==> src/rtl/rpm_pkg.sv <==
// Package for the radio power-mode controller.
// Assumes a single 100 MHz APB clock domain.
package rpm_pkg;
  // Mode codes
  localparam logic [3:0] MODE_CORE_OFF = 4'h0;
  localparam logic [3:0] MODE_FULL_OFF = 4'h1;
  localparam logic [3:0] MODE_STANDBY = 4'h5;
  localparam logic [3:0] MODE_FIFO_ONLY = 4'h6;
  localparam logic [3:0] MODE_SYNTH_RX = 4'h8;
  localparam logic [3:0] MODE_RX_ACTIVE = 4'h9;
  localparam logic [3:0] MODE_WOR = 4'hB;
  localparam logic [3:0] MODE_SYNTH_TX = 4'hC;
  localparam logic [3:0] MODE_TX_ACTIVE = 4'hD;
  localparam logic [3:0] MODE_RESET = 4'h0;
  // Register byte offsets
  localparam logic [7:0] OFS_MODE = 8'h00;
  localparam logic [7:0] OFS_ACTIVE = 8'h04;
  localparam logic [7:0] OFS_POWSTAT = 8'h08;
  localparam logic [7:0] OFS_IRQ_STAT = 8'h0C;
  localparam logic [7:0] OFS_IRQ_MASK = 8'h10;
  // Status and interrupt bit positions
  localparam int BIT_REG_READY = 0;
  localparam int BIT_BROWNOUT = 1;
  localparam int BIT_MODE_DONE = 2;
  localparam int BIT_WAKE_DONE = 3;
  localparam int IRQ_W = 4;
  // Timing: regulator settle and wake-up init, in ns
  localparam int REG_SETTLE_NS = 1000;
  localparam int CLK_NS = 10;
  localparam int REG_SETTLE_CYC = (REG_SETTLE_NS + CLK_NS - 1) / CLK_NS;
  localparam int WAKE_INIT_NS = 2000;
  localparam int WAKE_INIT_CYC = (WAKE_INIT_NS + CLK_NS - 1) / CLK_NS;
  // Low-power oscillator, 640 Hz
  localparam int LPOSC_HZ = 640;
  localparam int CLK_HZ = 100000000;
  localparam int LPOSC_HALF_CYC = CLK_HZ / (2 * LPOSC_HZ);
  localparam int CNT_W = 20;
endpackage : rpm_pkg

==> src/rtl/rpm_ctrl.sv <==
// Radio power-mode controller: APB registers, mode sequencer, regulator
// stepping, wake from full-off and power status.
// Assumes pins fifo_empty, radio_enable_line_n, supply_low, regulator_ok
// arrive asynchronously and are synchronised here.
`timescale 1ns/10ps
`default_nettype none
//////////////////////////////////////////////////////////////////////////////
module rpm_ctrl
#(
  parameter int SETTLE_CYC = rpm_pkg::REG_SETTLE_CYC,
  parameter int WAKE_CYC = rpm_pkg::WAKE_INIT_CYC,
  parameter int LP_HALF_CYC = rpm_pkg::LPOSC_HALF_CYC
)
(
  input wire logic pclk,
  input wire logic presetn,
  input wire logic psel,
  input wire logic penable,
  input wire logic pwrite,
  input wire logic [7:0] paddr,
  input wire logic [31:0] pwdata,
  output logic [31:0] prdata,
  output logic pready,
  output logic pslverr,
  input wire logic fifo_empty,
  input wire logic radio_enable_line_n,
  input wire logic supply_low,
  input wire logic regulator_ok,
  output logic miso_ready,
  output logic fifo_flush,
  output logic fifo_access_en,
  output logic core_supply_en,
  output logic xtal_ref_en,
  output logic ref_en,
  output logic synth_en,
  output logic synth_tx_freq,
  output logic rx_en,
  output logic tx_en,
  output logic lp_osc_clk,
  output logic [1:0] regulator_level,
  output logic irq
);
  import rpm_pkg::*;

  typedef enum logic [2:0] {
    ST_WAKE, ST_RUN, ST_WAIT_EMPTY, ST_SETTLE, ST_FULL_OFF
  } rpm_state_e;

  //////////////////////////////////////////////////////////////////////////
  // Pin synchronisers
  logic fifo_empty_s;
  logic enable_n_s;
  logic supply_low_s;
  logic regulator_ok_s;
  rpm_sync #(.W(4), .INIT(4'h2)) u_sync
  (
    .pclk(pclk),
    .presetn(presetn),
    .d({regulator_ok, supply_low, radio_enable_line_n, fifo_empty}),
    .q({regulator_ok_s, supply_low_s, enable_n_s, fifo_empty_s})
  );

  // Legal mode codes; anything else is reserved
  function automatic logic mode_legal(input logic [3:0] m);
    mode_legal = (m == MODE_CORE_OFF) || (m == MODE_FULL_OFF) ||
      (m == MODE_STANDBY) || (m == MODE_FIFO_ONLY) ||
      (m == MODE_SYNTH_RX) || (m == MODE_RX_ACTIVE) ||
      (m == MODE_WOR) || (m == MODE_SYNTH_TX) ||
      (m == MODE_TX_ACTIVE);
  endfunction

  // Modes that must wait for an empty FIFO
  function automatic logic needs_empty(input logic [3:0] m);
    needs_empty = (m == MODE_CORE_OFF) || (m == MODE_STANDBY) ||
      (m == MODE_WOR);
  endfunction

  // Regulator level demanded by a mode: 0 off, 1 retain, 2 ref, 3 full
  function automatic logic [1:0] reg_level(input logic [3:0] m);
    if (m == MODE_FULL_OFF)
      reg_level = 2'h0;
    else if ((m == MODE_CORE_OFF) || (m == MODE_WOR))
      reg_level = 2'h1;
    else if ((m == MODE_STANDBY) || (m == MODE_FIFO_ONLY))
      reg_level = 2'h2;
    else
      reg_level = 2'h3;
  endfunction

  //////////////////////////////////////////////////////////////////////////
  // Registers and state
  rpm_state_e state_ff, nxt_state;
  logic [3:0] mode_ff, nxt_mode;
  logic [3:0] active_ff, nxt_active;
  logic [IRQ_W-1:0] irq_stat_ff, nxt_irq_stat;
  logic [IRQ_W-1:0] irq_mask_ff, nxt_irq_mask;
  logic [CNT_W-1:0] cnt_ff, nxt_cnt;
  logic [31:0] prdata_ff, nxt_prdata;
  logic pready_ff, nxt_pready;
  logic pslverr_ff, nxt_pslverr;
  logic [CNT_W-1:0] lp_cnt_ff, nxt_lp_cnt;
  logic lp_clk_ff, nxt_lp_clk;
  logic [12:0] out_ff, nxt_out;
  logic [IRQ_W-1:0] ev;
  logic [IRQ_W-1:0] lvl_ev;
  logic wr_acc;
  logic rd_acc;
  logic addr_ok;

  // Access phase; pready rises after one wait state in the access phase
  assign wr_acc = psel && penable && !pready_ff && pwrite;
  assign rd_acc = psel && penable && !pready_ff && !pwrite;
  assign addr_ok = (paddr == OFS_MODE) || (paddr == OFS_ACTIVE) ||
    (paddr == OFS_POWSTAT) || (paddr == OFS_IRQ_STAT) ||
    (paddr == OFS_IRQ_MASK);

  //////////////////////////////////////////////////////////////////////////
  // APB slave and software registers
  always_comb
  begin
    nxt_pready = psel && penable && !pready_ff;
    nxt_pslverr = psel && penable && !pready_ff && !addr_ok;
    nxt_prdata = 32'h0000_0000;
    nxt_mode = mode_ff;
    nxt_irq_mask = irq_mask_ff;
    if (rd_acc)
    begin
      if (paddr == OFS_MODE)
        nxt_prdata = {28'h0, mode_ff};
      else if (paddr == OFS_ACTIVE)
        nxt_prdata = {28'h0, active_ff};
      else if (paddr == OFS_POWSTAT)
        nxt_prdata = {30'h0, supply_low_s, regulator_ok_s};
      else if (paddr == OFS_IRQ_STAT)
        nxt_prdata = {28'h0, irq_stat_ff};
      else if (paddr == OFS_IRQ_MASK)
        nxt_prdata = {28'h0, irq_mask_ff};
    end
    if (wr_acc)
    begin
      // Reserved codes are dropped so the sequencer never sees them
      if ((paddr == OFS_MODE) && mode_legal(pwdata[3:0]))
        nxt_mode = pwdata[3:0];
      else if (paddr == OFS_IRQ_MASK)
        nxt_irq_mask = pwdata[IRQ_W-1:0];
    end
    // Full-off loses every register; wake restores reset values
    if (state_ff == ST_FULL_OFF)
    begin
      nxt_mode = MODE_RESET;
      nxt_irq_mask = '0;
    end
  end

  //////////////////////////////////////////////////////////////////////////
  // Mode sequencer
  always_comb
  begin
    nxt_state = state_ff;
    nxt_active = active_ff;
    nxt_cnt = cnt_ff;
    ev = '0;
    case (state_ff)
      ST_WAKE:
      begin
        // Hold MISO low through initialisation
        if (cnt_ff >= CNT_W'(WAKE_CYC - 1))
        begin
          nxt_state = ST_RUN;
          nxt_cnt = '0;
          ev[BIT_WAKE_DONE] = 1'b1;
        end
        else
          nxt_cnt = cnt_ff + 1'b1;
      end
      ST_RUN:
      begin
        if (mode_ff != active_ff)
        begin
          if (mode_ff == MODE_FULL_OFF)
          begin
            nxt_active = MODE_FULL_OFF;
            nxt_state = ST_FULL_OFF;
          end
          else if (needs_empty(mode_ff))
            nxt_state = ST_WAIT_EMPTY;
          else
          begin
            nxt_state = ST_SETTLE;
            nxt_cnt = '0;
          end
        end
      end
      ST_WAIT_EMPTY:
      begin
        // Host may change its mind while waiting
        if (!needs_empty(mode_ff))
          nxt_state = ST_RUN;
        else if (fifo_empty_s)
        begin
          nxt_state = ST_SETTLE;
          nxt_cnt = '0;
        end
      end
      ST_SETTLE:
      begin
        // A late change to full-off, or to a mode that needs an empty
        // FIFO while the FIFO holds data, goes back through run; else apply once the regulator stepped
        if ((mode_ff == MODE_FULL_OFF) ||
          (needs_empty(mode_ff) && !fifo_empty_s))
          nxt_state = ST_RUN;
        else if (cnt_ff >= CNT_W'(SETTLE_CYC - 1))
        begin
          nxt_active = mode_ff;
          nxt_state = ST_RUN;
          ev[BIT_MODE_DONE] = 1'b1;
        end
        else
          nxt_cnt = cnt_ff + 1'b1;
      end
      ST_FULL_OFF:
      begin
        if (!enable_n_s)
        begin
          nxt_state = ST_WAKE;
          nxt_active = MODE_RESET;
          nxt_cnt = '0;
        end
      end
      default:
        nxt_state = ST_WAKE;
    endcase
  end

  //////////////////////////////////////////////////////////////////////////
  // Sticky interrupt status, write one to clear; set wins
  always_comb
  begin
    lvl_ev = '0;
    lvl_ev[BIT_REG_READY] = regulator_ok_s;
    lvl_ev[BIT_BROWNOUT] = supply_low_s;
    nxt_irq_stat = irq_stat_ff;
    if (wr_acc && (paddr == OFS_IRQ_STAT))
      nxt_irq_stat = irq_stat_ff & ~pwdata[IRQ_W-1:0];
    // Full-off loses the status as well
    if (state_ff == ST_FULL_OFF)
      nxt_irq_stat = '0;
    nxt_irq_stat = nxt_irq_stat | ev | lvl_ev;
  end

  // 640 Hz low-power oscillator, only in wake-on-radio
  always_comb
  begin
    nxt_lp_cnt = '0;
    nxt_lp_clk = 1'b0;
    if (active_ff == MODE_WOR)
    begin
      nxt_lp_clk = lp_clk_ff;
      nxt_lp_cnt = lp_cnt_ff + 1'b1;
      if (lp_cnt_ff >= CNT_W'(LP_HALF_CYC - 1))
      begin
        nxt_lp_cnt = '0;
        nxt_lp_clk = !lp_clk_ff;
      end
    end
  end

  //////////////////////////////////////////////////////////////////////////
  // Register stage
  always_ff @(posedge pclk or negedge presetn)
  begin
    if (!presetn)
    begin
      state_ff <= ST_WAKE;
      mode_ff <= MODE_RESET;
      active_ff <= MODE_RESET;
      irq_stat_ff <= '0;
      irq_mask_ff <= '0;
      cnt_ff <= '0;
      prdata_ff <= 32'h0000_0000;
      pready_ff <= 1'b0;
      pslverr_ff <= 1'b0;
      lp_cnt_ff <= '0;
      lp_clk_ff <= 1'b0;
      out_ff <= '0;
    end
    else
    begin
      state_ff <= nxt_state;
      mode_ff <= nxt_mode;
      active_ff <= nxt_active;
      irq_stat_ff <= nxt_irq_stat;
      irq_mask_ff <= nxt_irq_mask;
      cnt_ff <= nxt_cnt;
      prdata_ff <= nxt_prdata;
      pready_ff <= nxt_pready;
      pslverr_ff <= nxt_pslverr;
      lp_cnt_ff <= nxt_lp_cnt;
      lp_clk_ff <= nxt_lp_clk;
      out_ff <= nxt_out;
    end
  end

  //////////////////////////////////////////////////////////////////////////
  // Section enables decoded from the applied mode; miso first, irq last
  logic on_st;
  logic [3:0] am;
  assign on_st = (state_ff != ST_WAKE) && (state_ff != ST_FULL_OFF);
  assign am = active_ff;

  // FIFO data dropped in core-off, wake-on-radio, standby and full-off;
  // the regulator leads the mode so it is settled before sections start
  always_comb
  begin
    nxt_out = {on_st,
      !on_st || needs_empty(am),
      on_st && !needs_empty(am),
      on_st && (reg_level(am) != 2'h1),
      on_st && (am == MODE_STANDBY),
      on_st && (reg_level(am) >= 2'h2),
      on_st && (reg_level(am) == 2'h3),
      on_st && (reg_level(am) == 2'h3) && am[2],
      on_st && (am == MODE_RX_ACTIVE),
      on_st && (am == MODE_TX_ACTIVE),
      reg_level(am), |(irq_stat_ff & irq_mask_ff)};
    if (state_ff == ST_FULL_OFF)
      nxt_out[2:1] = 2'h0;
    else if (state_ff == ST_SETTLE)
      nxt_out[2:1] = reg_level(mode_ff);
  end

  assign prdata = prdata_ff;
  assign pready = pready_ff;
  assign pslverr = pslverr_ff;
  assign lp_osc_clk = lp_clk_ff;
  assign {miso_ready, fifo_flush, fifo_access_en, core_supply_en,
    xtal_ref_en, ref_en, synth_en, synth_tx_freq, rx_en, tx_en,
    regulator_level, irq} = out_ff;
endmodule // rpm_ctrl
`default_nettype wire

==> src/rtl/rpm_sync.sv <==
// Two-flop synchroniser for asynchronous level inputs.
// Assumes the destination clock is pclk.
`timescale 1ns/10ps
`default_nettype none
module rpm_sync
#(
  parameter int W = 1,
  parameter logic [W-1:0] INIT = '0
)
(
  input wire logic pclk,
  input wire logic presetn,
  input wire logic [W-1:0] d,
  output logic [W-1:0] q
);
  logic [W-1:0] meta_ff;
  logic [W-1:0] q_ff;
  // First stage feeds only the second
  always_ff @(posedge pclk or negedge presetn)
  begin
    if (!presetn)
    begin
      meta_ff <= INIT;
      q_ff <= INIT;
    end
    else
    begin
      meta_ff <= d;
      q_ff <= meta_ff;
    end
  end
  assign q = q_ff;
endmodule // rpm_sync
`default_nettype wire

==> config.mk <==
export PLATFORM = sky130hd
export DESIGN_NAME = rpm_ctrl
export DESIGN_NICKNAME = d
export VERILOG_FILES = /design/src/rtl/rpm_pkg.sv /design/src/rtl/rpm_ctrl.sv /design/src/rtl/rpm_sync.sv
export SDC_FILE = /design/constraint.sdc
export NUM_CORES = 1
export LEC_CHECK = 0
export ABC_AREA = 1
export BUFFER_PORTS_ARGS = -buffer_cell sky130_fd_sc_hd__buf_4
export CORE_MARGIN = 1.5
export CORE_UTILIZATION = 45
export DETAILED_ROUTE_END_ITERATION = 6
export PLACE_DENSITY_LB_ADDON = 0.15
export SLEW_MARGIN = 10
export SYNTH_ARGS = -nofsm -noshare
export SYNTH_HDL_FRONTEND = slang
export SYNTH_SLANG_ARGS = --single-unit
export TNS_END_PERCENT = 100
==> constraint.sdc <==
create_clock -name pclk -period 2.5 [get_ports pclk]
set_clock_uncertainty 0.1 [all_clocks]
set_input_delay 0 -clock pclk [delete_from_list [all_inputs] [get_ports pclk]]
set_output_delay 0 -clock pclk [all_outputs]
set_load 0.01 [all_outputs]
# Word-level counts from Yosys, hierarchy flattened
# Cells that the tools add are included.
# word_totals
ff_bits,115
output_inout_bits,48
wordCells,191
# op_classes
n_addsub,2
order_cmp,4
eq_ne,45
n_mux,58
n_bitwise,5
reduce_logical,63
# ops
operator,n
$mux 20,11
$pmux 20 s5,1
$mux 4,19
$add 20x1->20 const B,2
$eq 4x4->1 const B,9
$mux 32,1
$eq 4x3->1 const B,6
$mux 3,8
$logic_or 1x1->1,22
$ge 20x17->1 const B,1
$ge 20x7->1 const B,1
$ge 20x8->1 const B,1
$ne 2x2->1 const B,10
$logic_and 1x1->1,17
$eq 8x4->1 const B,2
$pmux 3 s5,1
$eq 4x1->1 const B,3
$logic_not 4->1,3
$mux 2,6
$pmux 4 s3,1
$mux 1,10
$reduce_and 9->1,1
$and 4x4->4,2
$eq 8x3->1 const B,1
24 further kinds,38

# Logic depth before layout (Yosys ltp)
# depth
ltp_word,13
mapped_depth,12
ltp_nobuf,11

# Cells and area by module
# A second synthesis with hierarchy kept.
# hier_totals
hier_cells,603
area_unflattened_um2,4719.5
# by_module_without_submodules
mod,n_inst,cells_per_inst,area_per_inst_um2
rpm_ctrl,1,595,4516.8
rpm_sync,1,8,202.7

# Worst setup path before layout
# No wires, ideal clock.
# synth_path
path_kind,reg2reg
from,register cnt_ff[0]
to,register cnt_ff[14]
setup_ns,0.117
arrival_time_ns,1.593
required_time_ns,2.283
slack_ns,0.690
stages_incl_launch_ff,13
period_less_slack_ns,1.810
cell_sequence,dfrtp_1 -> ha_1 -> nor2_1 -> nand2_1 -> nand2_1 -> nand2_1 -> nor2_1 -> nor2_2 -> nor2_4 -> nand3_4 -> inv_4 -> buf_12 -> nor2_4
# synth_between
elab_chain_cells,4
# synth_rtl
element,line,rtl
from (decl),rpm_ctrl.sv:97,"logic [CNT_W-1:0] cnt_ff, nxt_cnt;"
from (signal assigned),rpm_ctrl.sv:294,cnt_ff <= nxt_cnt;
$add 20x1->20,"rpm_ctrl.sv:174, rpm_ctrl.sv:219",
$mux 20,rpm_ctrl.sv:212,else if (cnt_ff >= CNT_W'(SETTLE_CYC - 1))
$mux 20,rpm_ctrl.sv:209,if ((mode_ff == MODE_FULL_OFF) ||
$pmux 20 s5,rpm_ctrl.sv:163,case (state_ff)
# Several ways; a longest one is shown, not always the timed one. The select of a mux whose other input is x is not followed.
# A chain may end at the register's enable or synchronous reset.

# Final worst setup path
# layout_path
from,input penable
to,register prdata_ff[0] (netlist: prdata[0])
# layout_between
elab_chain_cells,4
# layout_rtl
element,line,rtl
from (decl),rpm_ctrl.sv:18,"input wire logic penable,"
$logic_and 1x1->1 (2 in series),n/a,
named net nxt_pready,rpm_ctrl.sv:99,"logic pready_ff, nxt_pready;"
$logic_and 1x1->1,rpm_ctrl.sv:112,assign rd_acc = psel && penable && !pready_ff && !pwrite;
$mux 32,rpm_ctrl.sv:126,if (rd_acc)
named net nxt_prdata[0],rpm_ctrl.sv:98,"logic [31:0] prdata_ff, nxt_prdata;"
to (signal assigned),rpm_ctrl.sv:295,prdata_ff <= nxt_prdata;
to (decl),rpm_ctrl.sv:98,
# The timed path passes the listed nets, and every way through them passes these cells.

==> results.toml <==
[clocking]
numClockSinks = 87
clock_latency_ns = 0.35
cts.htree.levels = 3
root_buffer = "clkbuf_8"
cts_tree = "built"
clk_pin_slew_ns = 0.10
post_cts_resized = 0
post_cts_buffers = 0
numCtsBuffers = 9
clock_path_buffers = 2

[drt]
drt-initial-drc-count = 159
first_pass_iters = 4
vias_per_cell = 4.68
wl_mm = 9.07
vias = 3729
ant_nets = 0
drc = 0
post_drt_wl_per_cell_um = 11.4

[logic_synthesis]
async_flop_share = 1.00
yosysWarnings = 0
netlist_area_um2 = 4740
synth-seq-cells = 87
synth_cell_types = 37
synth_edf_count = 0
ys.flop_type = "dfrtp_1"
syn_area_per_cell_um2 = 8.04
synthCells = 590
synth-seq-area-share = 0.459

[final_layout]
fill_cells = 997
drive_gt1_frac = 0.169
layout_commonest_cell = "nand2_1"
final_cells = 797
fin_nets = 708
n_antenna_cell = 0
final_cell_mix = "131 x nand2_1, 85 x dfrtp_1, 76 x inv_1"
area_growth_pct = 14.5

[min_path]
hp-start = "paddr[7]"
holdPathEnd = "prdata[2]"
hold_depth = 6
hp-class = "input port to flip-flop"

[pwr]
switching_share = 0.248
switchingPower_w = 0.000610
intPower_w = 0.00185
clkPwrFrac = 0.363
ir_worst_vdd_v = 0.000212
powerDensity_nw_per_um2 = 453
leakagePower_nw = 2.73
p_seq_frac = 0.581
combPwrFrac = 0.057

[floorplan]
die_y_um = 106
die-area_um2 = 11200
chipWidth_um = 106
pin_count = 97
initial_core_util = 0.462
rows = 37
core_um2 = 10300

[worst_setup_path]
cp_data_arrival_time_ns = 2.45
crit_path_end_kind = "flip-flop"
reg2reg_depth = 11
r2r_slack_ns = 0.42
cpPeakStageDelay_ns = 0.55
crit_fanout = 4
rr_startpoint = "cnt_ff[0]"
crit_top_cell = "dlygate4sd3_1"
cp_cell_sequence = "dlygate4sd3_1, buf_4, nand2_1, dlygate4sd3_1, nor2_1, inv_1, nor2_1, o21ai_0, a21oi_1, dlygate4sd3_1"
rr_endpoint = "cnt_ff[8]"
path_class = "input port to flip-flop"
start_kind = "input port"
slowest_stage = "dlygate4sd3_1"
worstPathRequired_ns = 2.70

[sta]
period_share = 0.901
fin_crit_ns = 2.25
hold_viol = 0
finalSetupTns_ns = 0
fmax_ghz = 0.444
max_slew_margin = 0.659
tightest_slew_ns = 0.511
setup_viol = 0
finalMaxSlewViolations = 0
rsz0062_at_grt = "no"

[global_route]
grt_pass1_vias = 3559
grt-ovfl-total = 0
grt_max_degree = 49
grt_usage = 0.176
antenna_found_initial = 0
grt_pass1_wl_mm = 16.0

[placement]
dp_cells = 764
portBuffers = 40
dpl.hpwl_mm = 6.52
place.gp.congestion = 0.839

[run_status]
status = "complete, no violations"

[flow_run]
cap_violations = 0
## Yosys cell counts (all sizes together), types with 3 or more instances
cell type,n,area share
a31oi,7,0.0092
dfrtp,85,0.45
ha,3,0.0079
o21ai,26,0.027
xor2,8,0.015
nor2,89,0.097
nand2,143,0.12
inv,87,0.070
nor3,12,0.014
nand3,59,0.071
nand4,9,0.012
buf,33,0.056
a21oi,13,0.016
nor4,4,0.0084
## metrics by stage
step	area [um^2]	worst slack [ns]	power [W]	util	hold WS [ns]
4_1_cts	5430	0.293	0.00251	0.529	0.00893
3_5_place_dp	5080	0.423	0.00158	0.495	-0.0872
6_report	5430	0.247	0.00246	0.529	0.0287
3_3_place_gp	5080	0.469	0.00158	0.495	-0.0903
5_1_grt	5430	0.109	0.00259	0.529	0.0487
2_1_floorplan	4860	0.690	0.00154	-	-0.396
## worst max-delay path: cells and delay by family
family,cells,cell delay (ns)
buf+inv,5,1.79
simple gates,3,0.41
compound gates,2,0.24
## flip-flops by register name, indices dropped and copies added (netlist names)
register	flops
lp_cnt_ff	20
prdata	4
irq_mask_ff	4
pslverr	1
active_ff	4
out_ff	13
pready	1
lp_osc_clk	1
u_sync.q	4
u_sync.meta_ff	4
irq_stat_ff	4
state_ff	3
mode_ff	4
cnt_ff	20
## what timing repair did
| action | 4_1_cts | 5_1_grt |
|---|---|---|
| hold endpoints to repair | 105 | 0 |
| setup endpoints to repair | 0 | 0 |
| hold buffers | 17 | 0 |
## per-layer routing
| layer | vias up | GRT usage | wire length, um |
|---|---|---|---|
| met1 | 1733 | 0.241 | 4610 |
| li1 | 1930 | - | - |
| met3 | 6 | 0.0309 | 271 |
| met4 | 0 | 0.0531 | 63 |
| met5 | - | 0 | 0 |
| met2 | 60 | 0.285 | 4120 |
## worst max-delay path by stage
stage                    from    endpoint  slack, ns
floorplan           cnt_ff[0]  cnt_ff[14]       0.69
global placement    cnt_ff[0]  cnt_ff[19]       0.47
detailed placement  cnt_ff[0]  cnt_ff[19]       0.42
CTS                   penable   prdata[0]       0.29
global route          penable   prdata[0]       0.11
finish                penable   prdata[0]       0.25
## final cells by class
type                    instances  area, um^2  share of cell area
inverters                      88         338              0.0622
multi-input cells             412        2070               0.382
clock inverters                 6        53.8             0.00990
clock buffers                  10         128              0.0235
flip-flops and latches         87        2180               0.401
well taps                     136         170              0.0313
repair buffers                 58         490              0.0903
## kinds of logic after synthesis
group	count (synthesis)	share of synthesized area
other	1	0.000790
AOI/OAI and AO/OA	52	0.0620
buffers and inverters	121	0.127
adders and majority gates	3	0.00791
DFF	87	0.459
and+or+nand+nor	316	0.324
xor gates and xnor gates	10	0.0185
## power by group through the flow
stage / registers, W / logic [W] / clock network, W
2_1_floorplan: 0.00146 / 0.0000820 / 0
3_3_place_gp: 0.00146 / 0.000118 / 0
3_5_place_dp: 0.00146 / 0.000120 / 0
4_1_cts: 0.00143 / 0.000140 / 0.000935
5_1_grt: 0.00143 / 0.000158 / 0.000998
6_report: 0.00143 / 0.000140 / 0.000893
No activity file was read; power rests on OpenSTA's default activity.
